`config.mk`:
```
export PLATFORM = sky130hd
export DESIGN_NAME = tmc_core
export DESIGN_NICKNAME = d
export VERILOG_FILES = /design/src/rtl/tmc_pkg.sv /design/src/rtl/tmc_core.sv
export SDC_FILE = /design/constraint.sdc
export NUM_CORES = 1
export LEC_CHECK = 0
export BUFFER_PORTS_ARGS = -buffer_cell sky130_fd_sc_hd__buf_2
export CAP_MARGIN = 0
export CORE_ASPECT_RATIO = 0.75
export CORE_MARGIN = 1.5
export CORE_UTILIZATION = 40
export DETAILED_ROUTE_END_ITERATION = 6
export HOLD_SLACK_MARGIN = 0.12
export SKIP_CTS_REPAIR_TIMING = 1
export SLEW_MARGIN = 20
export SYNTH_ARGS = -nofsm -noshare
export SYNTH_HDL_FRONTEND = slang
export SYNTH_SLANG_ARGS = --single-unit
```
`constraint.sdc`:
```
create_clock -name clk_i -period 3.9 [get_ports clk_i]
set_input_delay 0.975 -clock clk_i [delete_from_list [all_inputs] [get_ports clk_i]]
set_output_delay 0.975 -clock clk_i [all_outputs]
set_load 0.005 [all_outputs]
```
`src/rtl/tmc_pkg.sv`:
```
/*
 * tmc_pkg: constants of the timer counter / modulo control core.
 * assumes byte registers on a plain address/strobe port, one bus clock.
 */
package tmc_pkg;
	// ------------------------------------------------------------
	// register offsets
	// ------------------------------------------------------------
	localparam logic [2:0] TMC_ADDR_SC    = 3'h0;
	localparam logic [2:0] TMC_ADDR_CNTH  = 3'h1;
	localparam logic [2:0] TMC_ADDR_CNTL  = 3'h2;
	localparam logic [2:0] TMC_ADDR_MODH  = 3'h3;
	localparam logic [2:0] TMC_ADDR_MODL  = 3'h4;
	// ------------------------------------------------------------
	// status/control fields
	// ------------------------------------------------------------
	localparam int TMC_SC_OVF_BIT  = 7;
	localparam int TMC_SC_IRQE_BIT = 6;
	localparam int TMC_SC_CAS_BIT  = 5;
	localparam int TMC_SC_CLK_HI   = 4;
	localparam int TMC_SC_CLK_LO   = 3;
	localparam int TMC_SC_PS_HI    = 2;
	localparam int TMC_SC_PS_LO    = 0;
	// ------------------------------------------------------------
	// values
	// ------------------------------------------------------------
	localparam logic [1:0]  TMC_CLK_NONE  = 2'h0;
	localparam logic [1:0]  TMC_CLK_BUS   = 2'h1;
	localparam logic [1:0]  TMC_CLK_FIXED = 2'h2;
	localparam logic [1:0]  TMC_CLK_EXT   = 2'h3;
	localparam logic [15:0] TMC_CNT_ZERO  = 16'h0000;
	localparam logic [15:0] TMC_CNT_FULL  = 16'hffff;
	localparam logic [15:0] TMC_CNT_FULLM1 = 16'hfffe;
	localparam logic [15:0] TMC_CNT_ONE   = 16'h0001;
	localparam logic [7:0]  TMC_BYTE_ZERO = 8'h00;
	localparam logic [6:0]  TMC_PS_ZERO   = 7'h00;
	localparam logic [6:0]  TMC_PS_ONE    = 7'h01;

	typedef enum logic [1:0] {
		TMC_LATCH_IDLE,
		TMC_LATCH_HIGH,
		TMC_LATCH_LOW
	} tmc_latch_type;
endpackage : tmc_pkg

```
`src/rtl/tmc_core.sv`:
```
/*
 * tmc_core: shared counter, modulo and status/control core of a timer unit.
 * assumes byte register port with read data one cycle after the read strobe,
 * external and fixed count clocks arriving asynchronously.
 */
`timescale 1ns/1ps
module tmc_core
	import tmc_pkg::*;
(
	input  wire logic        clk_i,
	input  wire logic        rst_n_i,
	input  wire logic        clk_en_i,
	input  wire logic [2:0]  addr_i,
	input  wire logic [7:0]  wdata_i,
	input  wire logic        wr_i,
	input  wire logic        rd_i,
	input  wire logic        debug_halt_mode_i,
	input  wire logic        fixed_count_clock_i,
	input  wire logic        external_count_clock_i,
	output logic      [7:0]  rdata_o,
	output logic             overflow_irq_o,
	output logic      [15:0] count_value_o,
	output logic             count_down_o,
	output logic             center_align_select_o
);
	// ------------------------------------------------------------
	// synchronisers and edge detect
	// ------------------------------------------------------------
	logic [1:0] fix_sync_q, fix_sync_d, ext_sync_q, ext_sync_d;
	logic       fix_prev_q, fix_prev_d, ext_prev_q, ext_prev_d;
	logic       halt_s1_q, halt_s1_d, halt_q, halt_d;

	always_comb begin
		fix_sync_d = {fix_sync_q[0], fixed_count_clock_i};
		ext_sync_d = {ext_sync_q[0], external_count_clock_i};
		fix_prev_d = fix_sync_q[1];
		ext_prev_d = ext_sync_q[1];
		halt_s1_d  = debug_halt_mode_i;
		halt_d     = halt_s1_q;
	end

	always_ff @(posedge clk_i) begin
		if (!rst_n_i) begin
			fix_sync_q <= 2'h0;
			ext_sync_q <= 2'h0;
			fix_prev_q <= 1'b0;
			ext_prev_q <= 1'b0;
			halt_s1_q  <= 1'b0;
			halt_q     <= 1'b0;
		end else if (clk_en_i) begin
			fix_sync_q <= fix_sync_d;
			ext_sync_q <= ext_sync_d;
			fix_prev_q <= fix_prev_d;
			ext_prev_q <= ext_prev_d;
			halt_s1_q  <= halt_s1_d;
			halt_q     <= halt_d;
		end
	end

	// ------------------------------------------------------------
	// register state
	// ------------------------------------------------------------
	logic        ovf_q, ovf_d, armed_q, armed_d;
	logic        irqe_q, irqe_d, cas_q, cas_d;
	logic [1:0]  clks_q, clks_d;
	logic [2:0]  ps_q, ps_d;
	logic [15:0] cnt_q, cnt_d, mod_q, mod_d, modbuf_q, modbuf_d;
	logic        down_q, down_d;
	logic [6:0]  pre_q, pre_d;
	logic [7:0]  rdbuf_q, rdbuf_d, rdata_d;
	tmc_latch_type cnt_lat_q, cnt_lat_d, mod_lat_q, mod_lat_d;
	logic        mod_pend_q, mod_pend_d, irq_d;

	function automatic logic hit(input logic [2:0] a, input logic [2:0] r);
		hit = (a == r);
	endfunction : hit

	logic        wr_sc, wr_cnt, wr_mod, rd_sc, rd_cnt, src_tick, tick;
	logic        free_run;
	logic [15:0] top;
	logic [6:0]  ps_mask;

	always_comb begin
		wr_sc  = wr_i && hit(addr_i, TMC_ADDR_SC);
		wr_cnt = wr_i && (hit(addr_i, TMC_ADDR_CNTH) || hit(addr_i, TMC_ADDR_CNTL));
		wr_mod = wr_i && (hit(addr_i, TMC_ADDR_MODH) || hit(addr_i, TMC_ADDR_MODL));
		rd_sc  = rd_i && hit(addr_i, TMC_ADDR_SC);
		rd_cnt = rd_i && (hit(addr_i, TMC_ADDR_CNTH) || hit(addr_i, TMC_ADDR_CNTL));
		case (clks_q)
			TMC_CLK_NONE:  src_tick = 1'b0;
			TMC_CLK_BUS:   src_tick = 1'b1;
			TMC_CLK_FIXED: src_tick = fix_sync_q[1] && !fix_prev_q;
			TMC_CLK_EXT:   src_tick = ext_sync_q[1] && !ext_prev_q;
			default:       src_tick = 1'b0;
		endcase
		// prescaler counts after source selection, mask read live from ps_q
		ps_mask = 7'((8'h01 << ps_q) - 8'h01);
		tick    = src_tick && ((pre_q & ps_mask) == ps_mask) && !halt_q;
		free_run = (mod_q == TMC_CNT_ZERO) || (mod_q == TMC_CNT_FULL);
		top      = free_run ? TMC_CNT_FULL : mod_q;
	end

	// ------------------------------------------------------------
	// counter, prescaler, modulo
	// ------------------------------------------------------------
	always_comb begin
		cnt_d      = cnt_q;
		down_d     = down_q;
		pre_d      = pre_q;
		mod_d      = mod_q;
		modbuf_d   = modbuf_q;
		mod_lat_d  = mod_lat_q;
		mod_pend_d = mod_pend_q;
		// leaving center mode drops the direction even with no clock selected
		if (!cas_q)
			down_d = 1'b0;
		if (src_tick && !halt_q)
			pre_d = 7'(pre_q + TMC_PS_ONE) & ps_mask;
		if (tick) begin
			if (cas_q && !free_run) begin
				if (!down_q) begin
					if (cnt_q >= top) begin
						down_d = 1'b1;
						cnt_d  = 16'(cnt_q - TMC_CNT_ONE);
					end else begin
						cnt_d = 16'(cnt_q + TMC_CNT_ONE);
					end
				end else if (cnt_q == TMC_CNT_ZERO) begin
					down_d = 1'b0;
					cnt_d  = TMC_CNT_ONE;
				end else begin
					cnt_d = 16'(cnt_q - TMC_CNT_ONE);
				end
			end else begin
				down_d = 1'b0;
				cnt_d = (cnt_q >= top) ? TMC_CNT_ZERO : 16'(cnt_q + TMC_CNT_ONE);
			end
			// buffered modulo lands on the step into the old top
			if (mod_pend_q && (16'(cnt_q + TMC_CNT_ONE) == top)) begin
				mod_d      = modbuf_q;
				mod_pend_d = 1'b0;
			end
		end
		if (wr_cnt) begin
			cnt_d  = TMC_CNT_ZERO;
			down_d = 1'b0;
			pre_d  = TMC_PS_ZERO;
		end
		if (wr_mod) begin
			if (halt_q) begin
				if (hit(addr_i, TMC_ADDR_MODH))
					mod_d[15:8] = wdata_i;
				else
					mod_d[7:0] = wdata_i;
			end else begin
				if (hit(addr_i, TMC_ADDR_MODH))
					modbuf_d[15:8] = wdata_i;
				else
					modbuf_d[7:0] = wdata_i;
				case (mod_lat_q)
					TMC_LATCH_IDLE: mod_lat_d = hit(addr_i, TMC_ADDR_MODH) ?
						TMC_LATCH_HIGH : TMC_LATCH_LOW;
					TMC_LATCH_HIGH, TMC_LATCH_LOW: begin
						mod_lat_d = TMC_LATCH_IDLE;
						if (clks_q == TMC_CLK_NONE) begin
							mod_d = modbuf_d;
							mod_pend_d = 1'b0;
						end else begin
							mod_pend_d = 1'b1;
						end
					end
					default: mod_lat_d = TMC_LATCH_IDLE;
				endcase
			end
		end
		if (wr_sc)
			mod_lat_d = TMC_LATCH_IDLE;
	end

	// ------------------------------------------------------------
	// status/control and read coherency
	// ------------------------------------------------------------
	logic wrap_evt;
	always_comb begin
		// overflow: counter returns to zero from top (up mode) or turns at zero
		wrap_evt = tick && !wr_cnt && (cas_q && !free_run ?
			(down_q && cnt_q == TMC_CNT_ZERO) : (cnt_q >= top));
		ovf_d   = ovf_q;
		armed_d = armed_q;
		irqe_d  = irqe_q;
		cas_d   = cas_q;
		clks_d  = clks_q;
		ps_d    = ps_q;
		if (rd_sc && ovf_q)
			armed_d = 1'b1;
		if (wr_sc) begin
			irqe_d = wdata_i[TMC_SC_IRQE_BIT];
			cas_d  = wdata_i[TMC_SC_CAS_BIT];
			clks_d = wdata_i[TMC_SC_CLK_HI:TMC_SC_CLK_LO];
			ps_d   = wdata_i[TMC_SC_PS_HI:TMC_SC_PS_LO];
			// writing one leaves the flag alone
			if (!wdata_i[TMC_SC_OVF_BIT] && armed_q)
				ovf_d = 1'b0;
			armed_d = 1'b0;
		end
		// set beats clear unless a modulo write is half done (then the overflow is lost); a fresh overflow also drops a half-done clear
		if (wrap_evt && mod_lat_q == TMC_LATCH_IDLE) begin
			ovf_d   = 1'b1;
			armed_d = 1'b0;
		end
		irq_d = irqe_d && ovf_d && (mod_lat_d == TMC_LATCH_IDLE);
	end

	always_comb begin
		cnt_lat_d = cnt_lat_q;
		rdbuf_d   = rdbuf_q;
		rdata_d   = TMC_BYTE_ZERO;
		if (rd_cnt && !halt_q) begin
			case (cnt_lat_q)
				TMC_LATCH_IDLE: begin
					cnt_lat_d = hit(addr_i, TMC_ADDR_CNTH) ? TMC_LATCH_HIGH : TMC_LATCH_LOW;
					rdbuf_d   = hit(addr_i, TMC_ADDR_CNTH) ? cnt_q[7:0] : cnt_q[15:8];
				end
				TMC_LATCH_HIGH: if (hit(addr_i, TMC_ADDR_CNTL)) cnt_lat_d = TMC_LATCH_IDLE;
				TMC_LATCH_LOW:  if (hit(addr_i, TMC_ADDR_CNTH)) cnt_lat_d = TMC_LATCH_IDLE;
				default: cnt_lat_d = TMC_LATCH_IDLE;
			endcase
		end
		if (wr_sc || wr_cnt)
			cnt_lat_d = TMC_LATCH_IDLE;
		if (rd_i) begin
			case (addr_i)
				TMC_ADDR_SC:   rdata_d = {ovf_q, irqe_q, cas_q, clks_q, ps_q};
				TMC_ADDR_CNTH: rdata_d = (cnt_lat_q == TMC_LATCH_LOW) ? rdbuf_q : cnt_q[15:8];
				TMC_ADDR_CNTL: rdata_d = (cnt_lat_q == TMC_LATCH_HIGH) ? rdbuf_q : cnt_q[7:0];
				TMC_ADDR_MODH: rdata_d = mod_q[15:8];
				TMC_ADDR_MODL: rdata_d = mod_q[7:0];
				default:       rdata_d = TMC_BYTE_ZERO;
			endcase
		end
	end

	always_ff @(posedge clk_i) begin
		if (!rst_n_i) begin
			ovf_q      <= 1'b0;
			armed_q    <= 1'b0;
			irqe_q     <= 1'b0;
			cas_q      <= 1'b0;
			clks_q     <= TMC_CLK_NONE;
			ps_q       <= 3'h0;
			cnt_q      <= TMC_CNT_ZERO;
			down_q     <= 1'b0;
			pre_q      <= TMC_PS_ZERO;
			mod_q      <= TMC_CNT_ZERO;
			modbuf_q   <= TMC_CNT_ZERO;
			mod_lat_q  <= TMC_LATCH_IDLE;
			mod_pend_q <= 1'b0;
			cnt_lat_q  <= TMC_LATCH_IDLE;
			rdbuf_q    <= TMC_BYTE_ZERO;
			rdata_o    <= TMC_BYTE_ZERO;
			overflow_irq_o <= 1'b0;
		end else if (clk_en_i) begin
			ovf_q      <= ovf_d;
			armed_q    <= armed_d;
			irqe_q     <= irqe_d;
			cas_q      <= cas_d;
			clks_q     <= clks_d;
			ps_q       <= ps_d;
			cnt_q      <= cnt_d;
			down_q     <= down_d;
			pre_q      <= pre_d;
			mod_q      <= mod_d;
			modbuf_q   <= modbuf_d;
			mod_lat_q  <= mod_lat_d;
			mod_pend_q <= mod_pend_d;
			cnt_lat_q  <= cnt_lat_d;
			rdbuf_q    <= rdbuf_d;
			rdata_o    <= rdata_d;
			overflow_irq_o <= irq_d;
		end
	end

	// channel-facing copies, registered from the next-state values so they match the core registers in the same cycle
	always_ff @(posedge clk_i) begin
		if (!rst_n_i) begin
			count_value_o         <= TMC_CNT_ZERO;
			count_down_o          <= 1'b0;
			center_align_select_o <= 1'b0;
		end else if (clk_en_i) begin
			count_value_o         <= cnt_d;
			count_down_o          <= down_d;
			center_align_select_o <= cas_d;
		end
	end
endmodule : tmc_core

```
== Word level (Yosys, flattened, before mapping) ==
Index checks and enable logic that the tools add are counted.

* $add $sub $neg: 4
* $lt $le $gt $ge: 1
* Eq/ne operators: 16
* Shift operators: 1
* Muxes and demuxes: 59
* Bitwise gates (word level): 3
* Reductions and logical operators: 50

{| class="wikitable"
|+ Operators by type and width
! cell !! number
|-
| 16-bit two-way mux || 14
|-
| 8-bit two-way mux || 8
|-
| 8-bit one-hot mux with 5 select lines || 1
|-
| 16-bit zero test || 2
|-
| 1-bit two-way mux || 22
|-
| 1-bit logical AND || 21
|-
| 2-bit two-way mux || 10
|-
| 16-bit by 1-bit adder with 16-bit output, second input constant || 1
|-
| 16-bit == test || 1
|-
| 16-bit == test, second input constant || 1
|-
| 16-bit >= comparator || 1
|-
| 16-bit by 1-bit subtractor with 16-bit output, second input constant || 1
|-
| 7-bit AND || 2
|-
| 7-bit two-way mux || 2
|-
| 2-bit == test, second input constant || 4
|-
| 2-bit zero test || 4
|-
| 2-bit AND reduction || 4
|-
| 7-bit by 1-bit adder with 7-bit output, second input constant || 1
|-
| 7-bit == test || 1
|-
| 1-bit by 3-bit left shift with 7-bit output, first input constant || 1
|-
| 7-bit by 1-bit subtractor with 7-bit output, second input constant || 1
|-
| 2-bit by 1-bit == test with 1-bit output, second input constant || 3
|-
| 3-bit by 2-bit == test with 1-bit output, second input constant || 2
|-
| 1-bit zero test || 6
|-
| other kinds (13) || 20
|}

* Flip-flop bits (word level): 95
* Input bits: 19
* Output and inout bits: 27
* Word-level logic and storage cells: 157

== Longest topological paths before layout ==
Gate-level depths: netlist (run 1).

* Depth in word-level cells: 12
* Mapped depth: 17
* Depth with buffers taken out: 14

== Worst setup path before layout (run 1) ==
Ideal clock, no wire load.

* Kind: register to register
* Start: register ps_q[0]
* End: register mod_q[10]
* Library setup time: 0.136 ns
* Arrival: 3.534 ns
* Required time: 3.764 ns
* Slack: 0.230 ns
* Cell stages (with the launch flop): 18
* Buffers on the path: 4
* Clock period less this slack: 3.670 ns
* Path through: dfxtp_1 clkbuf_1 nor3_1 inv_1 ha_1 clkbuf_1 and2_0 o21ai_0 a21oi_1 or4b_1 clkbuf_1 nand4b_1 nor4_4 nand3_4 buf_6 mux2_4 o21ai_0 a31oi_1

* Longest elaborated chain between the ends: 11
* Elaborated cells on any way between the ends: 12
* Those cells by class: 1 x add/sub; 1 x eq/ne; 1 x shift; 6 x mux; 1 x bitwise; 2 x reduce/logical

{| class="wikitable"
|+ RTL lines
! what !! RTL line !! text
|-
| start, declared || tmc_core.sv:66 || <nowiki>logic [2:0] ps_q, ps_d;</nowiki>
|-
| start signal, assigned || tmc_core.sv:268 || <nowiki>ps_q <= ps_d;</nowiki>
|-
| 1-bit by 3-bit left shift with 7-bit output * || tmc_core.sv:97 || <nowiki>ps_mask = 7'((8'h01 << ps_q) - 8'h01);</nowiki>
|-
| 7-bit by 1-bit subtractor with 7-bit output * || tmc_core.sv:97 ||
|-
| 7-bit AND || tmc_core.sv:98 || <nowiki>tick = src_tick && ((pre_q & ps_mask) == ps_mask) && !halt_q;</nowiki>
|-
| 7-bit == test * || tmc_core.sv:98 ||
|-
| 1-bit logical AND * (2 in series) || tmc_core.sv:98 ||
|-
| 16-bit two-way mux * || tmc_core.sv:119 || <nowiki>if (tick) begin</nowiki>
|-
| 16-bit two-way mux || tmc_core.sv:165 || <nowiki>if (clks_q == TMC_CLK_NONE) begin</nowiki>
|-
| 16-bit two-way mux || tmc_core.sv:160 || <nowiki>case (mod_lat_q)</nowiki>
|-
| 16-bit two-way mux || tmc_core.sv:150 || <nowiki>if (halt_q) begin</nowiki>
|-
| 16-bit two-way mux * || tmc_core.sv:149 || <nowiki>if (wr_mod) begin</nowiki>
|-
| end signal, assigned || tmc_core.sv:272 || <nowiki>mod_q <= mod_d;</nowiki>
|-
| end, declared || tmc_core.sv:67 || <nowiki>logic [15:0] cnt_q, cnt_d, mod_q, mod_d, modbuf_q, modbuf_d;</nowiki>
|}

Mark *: on every way between the ends. The rest lies on a longest branch, timed or not.
A chain may end at the register's enable or synchronous reset.

== Final worst setup path (run 1) ==
* Start: register mod_q[12]
* End: register overflow_irq_o

* Longest elaborated chain between the ends: 10
* Elaborated cells on any way between the ends: 13
* Those cells by class: 1 x order compare; 1 x eq/ne; 3 x mux; 8 x reduce/logical

{| class="wikitable"
|+ RTL lines
! what !! RTL line !! text
|-
| 16-bit == test / 16-bit zero test (equally long branches) || tmc_core.sv:99 || <nowiki>free_run = (mod_q == TMC_CNT_ZERO) || (mod_q == TMC_CNT_FULL);</nowiki>
|-
| 1-bit logical OR || tmc_core.sv:99 ||
|-
| 16-bit two-way mux / 1-bit zero test (equally long branches) || tmc_core.sv:100, tmc_core.sv:186 ||
|-
| 16-bit >= comparator / 1-bit logical AND (equally long branches) || tmc_core.sv:187, tmc_core.sv:186 ||
|-
| 1-bit two-way mux * || tmc_core.sv:186 || <nowiki>wrap_evt = tick && !wr_cnt && (cas_q && !free_run ?</nowiki>
|-
| 1-bit logical AND * || tmc_core.sv:186 ||
|-
| 1-bit logical AND * || tmc_core.sv:207 || <nowiki>if (wrap_evt && mod_lat_q == TMC_LATCH_IDLE) begin</nowiki>
|-
| 1-bit two-way mux * || tmc_core.sv:207 ||
|-
| 1-bit logical AND * (2 in series) || tmc_core.sv:211 || <nowiki>irq_d = irqe_d && ovf_d && (mod_lat_d == TMC_LATCH_IDLE);</nowiki>
|-
| end signal, assigned || tmc_core.sv:279 || <nowiki>overflow_irq_o <= irq_d;</nowiki>
|-
| end, declared || tmc_core.sv:21 || <nowiki>output logic overflow_irq_o,</nowiki>
|}

Marks and branches as above.

==> results of run 1 <==
[state kept, by name (all words and copies together), names as in the netlist, 2 cells and up]
signal and cells:
pre_q 7, count_value_o 16, mod_lat_q 2, fix_sync_q 2
rdbuf_q 8, rdata_o 8, mod_q 16, clks_q 2
modbuf_q 16, ps_q 3, cnt_lat_q 2, ext_sync_q 2
[cell usage in the layout, fill, tap and decap left out, drive strengths merged, types with 3 or more instances in the layout]
cell | synthesis | routed
and2 | 5 | 5
nand4 | 12 | 12
ha | 22 | 22
nor4b | 5 | 5
o221ai | 4 | 4
mux2i | 29 | 29
o22ai | 11 | 11
a222oi | 3 | 3
a32o | 5 | 5
a22oi | 23 | 23
o21ai | 80 | 80
a21o | 9 | 9
o2111ai | 3 | 3
nand2b | 5 | 5
nor3b | 5 | 5
nor3 | 18 | 18
o31ai | 3 | 3
o21a | 4 | 4
clkinv | 0 | 4
nor2b | 4 | 4
or4 | 6 | 6
a21oi | 61 | 61
nand2 | 132 | 132
a31oi | 32 | 32
nand3 | 36 | 36
buf | 21 | 124
mux2 | 19 | 19
a211oi | 12 | 12
a221oi | 12 | 12
and3 | 8 | 8
dfxtp | 95 | 95
inv | 27 | 28
xnor2 | 18 | 18
clkbuf | 54 | 11
o221a | 3 | 3
nor4 | 20 | 20
or3 | 3 | 3
nand3b | 3 | 3
nor2 | 102 | 102
xor2 | 12 | 12
[worst max path at each step]
stage / slack, ns / endpoint / cells after the start
after global placement: 0.13 / mod_q[6]$_SDFFE_PN0P_ / 13
after CTS: 0.15 / mod_q[6]$_SDFFE_PN0P_ / 14
final: 0.21 / overflow_irq_o$_SDFFE_PN0P_ / 14
after global routing: -0.003 / overflow_irq_o$_SDFFE_PN0P_ / 14
after detailed placement: 0.15 / mod_q[14]$_SDFFE_PN0P_ / 14
after floorplan: 0.23 / mod_q[10]$_SDFFE_PN0P_ / 17
[layer usage]
metal / share of wire / GRT usage / up-vias
met5: 0 / 0 / -
met4: 0.012 / 0.0679 / 0
met3: 0.11 / 0.0777 / 28
met2: 0.40 / 0.372 / 415
met1: 0.48 / 0.430 / 3552
li1: - / - / 3646
[synth_stat cells (6+ instances only)]
cell      count
a211oi_1     12
a21o_1        9
a21oi_1      61
a221oi_1     12
a22oi_1      23
a31oi_1      32
and3_1        8
buf_1         6
buf_2        12
clkbuf_1     54
dfxtp_1      95
ha_1         22
inv_1        26
mux2_2       15
mux2i_1      29
nand2_1     132
nand3_1      35
nand4_1      11
nor2_1      102
nor3_1       18
nor4_1       17
o21ai_0      77
o22ai_1      11
or4_1         6
xnor2_1      18
xor2_1       12
[through the flow]
stage | setup slack, ns | instances | hold WS, ns | setup TNS (ns) | cell area [um2]
2_1_floorplan | 0.230 | 961 | 0.436 | 0 | 7060
3_3_place_gp | 0.129 | 1245 | 0.463 | 0 | 7860
3_5_place_dp | 0.152 | 1245 | 0.464 | 0 | 7860
4_1_cts | 0.148 | 1261 | 0.473 | 0 | 8130
5_1_grt | -0.00325 | 1262 | 0.492 | -0.00610 | 8160
6_report | 0.210 | 1262 | 0.473 | 0 | 8160
[cell type report]
cell class,instances,area share
clock inverter,5,0.00399
inverter,27,0.0124
sequential,95,0.233
tap,236,0.0362
clock buffer,11,0.0298
multi-input combinational,764,0.583
timing repair buffer,124,0.102
[kinds of logic (layout without fill, tap and decap cells)]
logic type      Yosys count  after routing  share of synthesized area
simple gates            373            373                      0.253
xor+xnor                 32             32                     0.0436
fa+ha+maj                22             22                     0.0390
compound gates          289            289                      0.262
mux                      48             48                     0.0736
flops                    95             95                      0.269
buf+inv                 102            167                     0.0590
[power by group through the flow]
stage / Sequential (uW) / Combinational [uW] / Clock [uW]
after floorplan: 1030 / 225 / 0
after global routing: 1020 / 386 / 918
final: 1010 / 355 / 863
after detailed placement: 1040 / 345 / 0
after global placement: 1030 / 342 / 0
after CTS: 1010 / 346 / 878
[worst min-delay path, cell delays in order (launching register included)]
cell and delay [ns]:
dfxtp_1 0.32, nand2_1 0.05, a21oi_1 0.05
==> results.json, run 1 <==
{
  "synthFlopType": "dfxtp_1",
  "crit_start": "mod_q[12]$_SDFFE_PN0P_",
  "start_util": 0.414,
  "avgSynthCellArea_um2": 7.34,
  "vias": 7641,
  "tightest_slew_ns": 0.977,
  "cts_num_sinks": 95,
  "netSwitchingFraction": 0.295,
  "ys.warnings.count": 0,
  "p_per_area_nw_per_um2": 274,
  "status": "completed",
  "end_kind": "flip-flop",
  "hold_viol_final": 0,
  "hp-start": "modbuf_q[15]$_SDFFE_PN0P_",
  "grt_pass1_vias": 6800,
  "dieArea_um2": 18500,
  "track_usage": 0.279,
  "max_cap_violations": 0,
  "fillers": 1770,
  "dr.pass1.iters": 5,
  "crit_fanout": 10,
  "ios": 46,
  "insertedDiodeCount": 0,
  "synth_top_area_frac": 0.269,
  "yosysTopAreaCell": "dfxtp_1",
  "grt_max_degree": 63,
  "synth_edf_count": 0,
  "ys_types": 73,
  "p_seq_frac": 0.454,
  "rr_worst_depth": 14,
  "overflow": 0,
  "net-switching-power_uw": 658,
  "post-route-period-util": 0.946,
  "max_slew_margin": 0.347,
  "cp-start-kind": "flip-flop",
  "tritoncts": "built",
  "dp_hpwl_um": 19000,
  "p_clk_frac": 0.387,
  "die_w_um": 156,
  "crit_type": "flip-flop to flip-flop",
  "p_leak_uw": 0.00315,
  "setup_viol": 0,
  "path_buf_inv": 2,
  "clock_skew_ns": 0.0104,
  "clockRootBuffer": "clkbuf_16",
  "vdd_ir_drop_max_v": 0.000186,
  "cts_buffers": 9,
  "synth_area_leaders": "dfxtp_1, nand2_1, o21ai_0",
  "grt_pass1_wl_um": 39600,
  "hold_path_class": "flip-flop to flip-flop",
  "ys_seq_area_frac": 0.269,
  "path_cells": "buf_4, nor4_1, nand4_1, nand2_2, nor2_1, ha_1, nand4_1, nor4_1, a21o_1, a21boi_0, buf_4, a2bb2oi_1, or4_1, a21oi_1",
  "antenna_found_initial": 0,
  "timing.rr.start": "mod_q[12]$_SDFFE_PN0P_",
  "holdPathStages": 2,
  "clkSlewWorstSetupHoldPaths_ns": 0.07,
  "wl_per_cell_um": 20.2,
  "p_int_uw": 1570,
  "cts_buffer_depth": 2,
  "async_flop_share": 0,
  "drt_iter0_drc": 944,
  "fmax_mhz": 271,
  "rrSetupSlack_ns": 0.21,
  "netlist_instances": 961,
  "gp_congestion": 0.995,
  "drc": 0,
  "post-route-util": 0.479,
  "r2r_end": "overflow_irq_o$_SDFFE_PN0P_",
  "clk_latency_ns": 0.36,
  "worstPathArrival_ns": 3.98,
  "port_buffers": 45,
  "hold_end": "modbuf_q[15]$_SDFFE_PN0P_",
  "crit_family": "simple AND/OR/NAND/NOR gates",
  "syn_nets": 1002,
  "drive_gt1_frac": 0.169,
  "layout-area-overhead-vs-synth_pct": 15.6,
  "die_h_um": 118,
  "multi_input_area_um2": 4750,
  "antenna_left": 0,
  "regArea_um2": 1900,
  "cp.required_ns": 4.19,
  "finalWirelength_um": 25500,
  "coreArea_um2": 17000,
  "p_total_uw": 2230,
  "ys_ff_latch": 95,
  "synth_area_um2": 7060,
  "slowest_delay_ns": 0.46,
  "nets": 1062,
  "vias_per_cell": 6.05,
  "drv_slew": 0,
  "critPathSlowestCell": "or4_1",
  "htreeDepth": 3,
  "p_comb_frac": 0.159,
  "rows": 41,
  "period_minus_slack_ns": 3.69
}
Power figures use the tool's default switching activity.
==> inputs of run 2 (changes only) <==
--- a/config.mk
+++ b/config.mk
@@ -5,12 +5,12 @@
 export SDC_FILE = /design/constraint.sdc
 export NUM_CORES = 1
 export LEC_CHECK = 0
-export BUFFER_PORTS_ARGS = -buffer_cell sky130_fd_sc_hd__buf_2
 export CAP_MARGIN = 0
 export CORE_ASPECT_RATIO = 0.75
-export CORE_MARGIN = 1.5
+export CORE_MARGIN = 2
 export CORE_UTILIZATION = 40
 export DETAILED_ROUTE_END_ITERATION = 6
+export DONT_BUFFER_PORTS = 1
 export HOLD_SLACK_MARGIN = 0.12
 export SKIP_CTS_REPAIR_TIMING = 1
 export SLEW_MARGIN = 20
==> run 2 against run 1 <==
Net effect: first-iteration DRC count is 4.9% higher; sequential share of layout area is 0.78 points higher; count of clock-buffer cells in the layout stayed put; cell count is 3.9% lower; routed wire length is 2.9% lower; sequential cell count stayed put; clock power hardly changed; register-to-register slack worse by 0.02 ns; clock skew is 0.0020 ns higher; combinational power is 14% lower; hold slack worse by 0.0083 ns; total power is 2.4% lower; critical path type unchanged; largest power group unchanged.
==> results.json, run 2 (synthesis gave the netlist of run 1 again) <==
{
  "cp-start-kind": "flip-flop",
  "insertedDiodeCount": 0,
  "crit_type": "flip-flop to flip-flop",
  "rows": 42,
  "final_cell_mix": "nand2_1, nor2_1, dfxtp_1, o21ai_0, buf_4",
  "clkSlewWorstSetupHoldPaths_ns": 0.07,
  "final_common_cell": "nand2_1",
  "p_int_uw": 1580,
  "fmax_mhz": 270,
  "dieArea_um2": 18700,
  "die_w_um": 157,
  "drive_gt1_frac": 0.125,
  "drc": 0,
  "p_seq_frac": 0.463,
  "cp.required_ns": 4.13,
  "worstPathArrival_ns": 3.94,
  "p_total_uw": 2180,
  "end_kind": "flip-flop",
  "cts_buffer_depth": 2,
  "hold_path_class": "flip-flop to flip-flop",
  "antenna_found_initial": 0,
  "finalWirelength_um": 24800,
  "clk_latency_ns": 0.35,
  "tritoncts": "built",
  "fin_setup_tns_ns": 0,
  "whs_ns": 0.465,
  "antenna_left": 0,
  "dr.pass1.iters": 6,
  "grt_pass1_vias": 6851,
  "grt_max_degree": 69,
  "start_util": 0.405,
  "nets": 1010,
  "max_slew_margin": 0.363,
  "die_h_um": 119,
  "htreeDepth": 3,
  "coreArea_um2": 17400,
  "crit_fanout": 15,
  "status": "completed",
  "setup_viol": 0,
  "p_per_area_nw_per_um2": 276,
  "net-switching-power_uw": 601,
  "overflow": 0,
  "dp_hpwl_um": 18100,
  "hold_viol_final": 0,
  "drt_iter0_drc": 990,
  "vdd_ir_drop_max_v": 0.000176,
  "cts_num_sinks": 95,
  "top_regs": "count_value_o (16), mod_q (16), modbuf_q (16)",
  "vias_per_cell": 6.12,
  "port_buffers": 0,
  "p_leak_uw": 0.00289,
  "netSwitchingFraction": 0.276,
  "clock_skew_ns": 0.0124,
  "p_comb_frac": 0.141,
  "p_clk_frac": 0.396,
  "wl_per_cell_um": 20.4,
  "vias": 7427,
  "tightest_slew_ns": 0.953,
  "grt_pass1_wl_um": 39100,
  "post-route-period-util": 0.950,
  "max_cap_violations": 0,
  "drv_slew": 0,
  "clockRootBuffer": "clkbuf_16",
  "period_minus_slack_ns": 3.71,
  "cts_buffers": 9,
  "rsz0062_at_grt": "false",
  "track_usage": 0.268,
  "gp_congestion": 0.969,
  "layout-area-overhead-vs-synth_pct": 11.9,
  "ios": 46
}
[run 2: layer usage]
| metal | wire length [um] | vias up | global-route usage |
|---|---|---|---|
| met4 | 294 | 0 | 0.0563 |
| met2 | 10000 | 373 | 0.371 |
| met1 | 11700 | 3487 | 0.412 |
| met5 | 0 | - | 0 |
| li1 | - | 3542 | - |
| met3 | 2820 | 25 | 0.0655 |
[run 2: metrics by stage]
stage | std cells | util | area [um2] | setup WS [ns]
2_1_floorplan | 961 | - | 7060 | 0.230
3_3_place_gp | 1196 | 0.434 | 7570 | 0.00196
3_5_place_dp | 1196 | 0.434 | 7570 | 0.0211
4_1_cts | 1209 | 0.449 | 7840 | 0.00846
5_1_grt | 1213 | 0.453 | 7900 | 0.00366
6_report | 1213 | 0.453 | 7900 | 0.194
[run 2: final cells by class]
type,count,area [um2]
Fill cell,1836,9550
Timing Repair Buffer,72,553
Inverter,27,101
Clock buffer,11,253
Tap cell,242,303
Clock inverter,2,17.5
Multi-Input combinational cell,764,4770
Sequential cell,95,1900
[run 2: power by group through the flow]
stage / Clock [uW] / Combinational, uW / Sequential [uW]
after global placement: 0 / 298 / 1030
after CTS: 880 / 301 / 1010
after floorplan: 0 / 225 / 1030
after detailed placement: 0 / 299 / 1030
after global routing: 920 / 337 / 1010
final: 862 / 307 / 1010
[run 2: path summary, 6_finish.rpt]
check                           cells past startpoint                         to                           from  slack [ns]
worst min register to register                      2  modbuf_q[13]$_SDFFE_PN0P_      modbuf_q[13]$_SDFFE_PN0P_        0.46
worst min-delay path                                2  modbuf_q[13]$_SDFFE_PN0P_      modbuf_q[13]$_SDFFE_PN0P_        0.46
worst max-delay path                               12     mod_q[14]$_SDFFE_PN0P_  count_value_o[0]$_SDFFE_PN0P_        0.19
worst max register to register                     12     mod_q[14]$_SDFFE_PN0P_  count_value_o[0]$_SDFFE_PN0P_        0.19
[run 2: worst max-delay path, cell delays in order (launching register included)]
cell and delay [ns]:
dfxtp_1 0.48, ha_1 0.28, and3_1 0.25, nand4_1 0.17, xor2_1 0.20, or4_1 0.59, a22o_1 0.26, nor4_4 0.37
nand3_4 0.17, buf_12 0.19, mux2_4 0.31, a22oi_1 0.19, a31oi_1 0.12
==> inputs of run 3 (changes only) <==
--- a/config.mk
+++ b/config.mk
@@ -8,7 +8,8 @@
 export CAP_MARGIN = 0
 export CORE_ASPECT_RATIO = 0.75
 export CORE_MARGIN = 2
-export CORE_UTILIZATION = 40
+export CORE_UTILIZATION = 26
+export CTS_BUF_LIST = sky130_fd_sc_hd__clkbuf_8 sky130_fd_sc_hd__clkbuf_16
 export DETAILED_ROUTE_END_ITERATION = 6
 export DONT_BUFFER_PORTS = 1
 export HOLD_SLACK_MARGIN = 0.12
==> run 3 against run 2 <==
Net effect: largest power group unchanged; maximum frequency is 2.5% higher; routed wire length up 3.6%; critical path type unchanged; hold slack improved by 0.0013 ns; critical endpoint is now mod_q[10]$_SDFFE_PN0P_; register-to-register slack better by 0.09 ns; largest cell class unchanged; final area is 1.8% higher; total power up 5.7%.
==> results.json, run 3 (synthesis gave the netlist of run 1 again) <==
{
  "cts_buffer_depth": 2,
  "cp-start-kind": "flip-flop",
  "cts_num_sinks": 95,
  "rows": 52,
  "path_cells": "nor3_1, inv_1, ha_1, and2_0, o21ai_0, a21oi_1, or4b_1, nand4b_1, nor4_4, nand3_4, buf_12, mux2_4, o21ai_0, a31oi_1",
  "nets": 1004,
  "crit_fanout": 18,
  "insertedDiodeCount": 0,
  "start_util": 0.263,
  "net-switching-power_uw": 625,
  "hold_viol_final": 0,
  "p_int_uw": 1680,
  "p_comb_frac": 0.131,
  "netSwitchingFraction": 0.272,
  "clock_skew_ns": 0.00797,
  "drive_gt1_frac": 0.121,
  "end_kind": "flip-flop",
  "crit_start": "ps_q[0]$_SDFFE_PN0P_",
  "r2r_end": "mod_q[10]$_SDFFE_PN0P_",
  "max_cap_violations": 0,
  "worstPathArrival_ns": 3.85,
  "overflow": 0,
  "grt_pass1_vias": 6786,
  "setup_viol": 0,
  "holdPathStages": 2,
  "grt_pass1_wl_um": 40200,
  "final_cell_mix": "nand2_1, nor2_1, dfxtp_1, o21ai_0, buf_4",
  "grt_max_degree": 69,
  "dieArea_um2": 28500,
  "slowest_delay_ns": 0.62,
  "rrSetupSlack_ns": 0.28,
  "drc": 0,
  "fmax_mhz": 276,
  "finalWirelength_um": 25700,
  "hold_path_class": "flip-flop to flip-flop",
  "antenna_found_initial": 0,
  "p_per_area_nw_per_um2": 286,
  "post-route-period-util": 0.927,
  "antenna_left": 0,
  "timing.rr.start": "ps_q[0]$_SDFFE_PN0P_",
  "coreArea_um2": 26800,
  "clkSlewWorstSetupHoldPaths_ns": 0.07,
  "vias": 7381,
  "wl_per_cell_um": 19.5,
  "hold_end": "modbuf_q[15]$_SDFFE_PN0P_",
  "crit_type": "flip-flop to flip-flop",
  "cts_buffers": 9,
  "cpMostUsedCell": "o21ai_0",
  "dr.pass1.iters": 6,
  "die_h_um": 147,
  "tritoncts": "built",
  "die_w_um": 194,
  "hp-start": "modbuf_q[15]$_SDFFE_PN0P_",
  "fin_setup_tns_ns": 0,
  "status": "completed",
  "clockRootBuffer": "clkbuf_16",
  "critPathSlowestCell": "or4b_1",
  "htreeDepth": 3,
  "port_buffers": 0,
  "vdd_ir_drop_max_v": 0.000205,
  "ios": 46,
  "period_minus_slack_ns": 3.62,
  "cp.required_ns": 4.13,
  "p_seq_frac": 0.439,
  "drt_iter0_drc": 918,
  "post-route-util": 0.300,
  "p_leak_uw": 0.00289,
  "tightest_slew_ns": 1.03,
  "max_slew_margin": 0.313,
  "vias_per_cell": 5.60,
  "dp_hpwl_um": 18900,
  "rr_worst_depth": 14,
  "layout-area-overhead-vs-synth_pct": 13.9,
  "track_usage": 0.178,
  "p_clk_frac": 0.430,
  "gp_congestion": 0.917,
  "top_regs": "count_value_o (16), mod_q (16), modbuf_q (16)",
  "rsz0062_at_grt": "false",
  "clk_latency_ns": 0.36,
  "final_common_cell": "nand2_1",
  "drv_slew": 0
}
[run 3: cell count changes in the layout (fill, tap and decap cells not counted), sizes merged]
cell and change:
buf -6, inv +2, clkbuf -2, clkinvlp +1
bufinv +2
[run 3: metal layers]
layer	global-route usage	vias up	wire length, um
li1	-	3528	-
met1	0.263	3482	11900
met2	0.259	340	11000
met3	0.0425	31	2430
met4	0.0424	0	354
met5	0	-	0
[run 3: metrics by stage]
| step | instances | area (um2) | hold slack (ns) | setup WS (ns) | power, uW |
|---|---|---|---|---|---|
| final | 1319 | 8040 | 0.466 | 0.283 | 2300 |
| after global routing | 1319 | 8040 | 0.474 | 0.0253 | 2380 |
| after CTS | 1316 | 7980 | 0.462 | 0.147 | 2300 |
| after detailed placement | 1300 | 7660 | 0.452 | 0.165 | 1320 |
| after global placement | 1300 | 7660 | 0.443 | 0.173 | 1320 |
| after floorplan | 961 | 7060 | 0.436 | 0.230 | 1250 |
[run 3: power groups by stage]
stage / sequential, uW / combinational (uW) / clock, uW
4_1_cts: 1010 / 294 / 999
3_3_place_gp: 1030 / 290 / 0
5_1_grt: 1010 / 331 / 1040
2_1_floorplan: 1030 / 225 / 0
6_report: 1010 / 302 / 989
3_5_place_dp: 1030 / 292 / 0
[run 3: worst max-delay path by stage]
stage / endpoint / depth (start not counted)
2_1_floorplan: mod_q[10]$_SDFFE_PN0P_ / 17
3_3_place_gp: mod_q[12]$_SDFFE_PN0P_ / 14
3_5_place_dp: mod_q[10]$_SDFFE_PN0P_ / 13
4_1_cts: mod_q[10]$_SDFFE_PN0P_ / 13
5_1_grt: count_value_o[6]$_SDFFE_PN0P_ / 16
6_report: mod_q[10]$_SDFFE_PN0P_ / 14
[run 3: area by class of cell]
type / count / area [um2]
Inverter: 27 / 101
Sequential cell: 95 / 1900
Timing Repair Buffer: 66 / 508
Clock inverter: 7 / 93.8
Clock buffer: 9 / 225
Tap cell: 351 / 439
Multi-Input combinational cell: 764 / 4770
Fill cell: 2951 / 18800
[run 3: critical path: cells and delay by family, from the launching register on]
kind | cells | cell delay, ns
AND/OR/NAND/NOR | 6 | 1.73
AO/OA/AOI/OAI | 4 | 0.64
flip-flops | 1 | 0.32
multiplexers | 1 | 0.30
buffers and inverters | 2 | 0.27
adder cells (fa/ha/maj) | 1 | 0.20
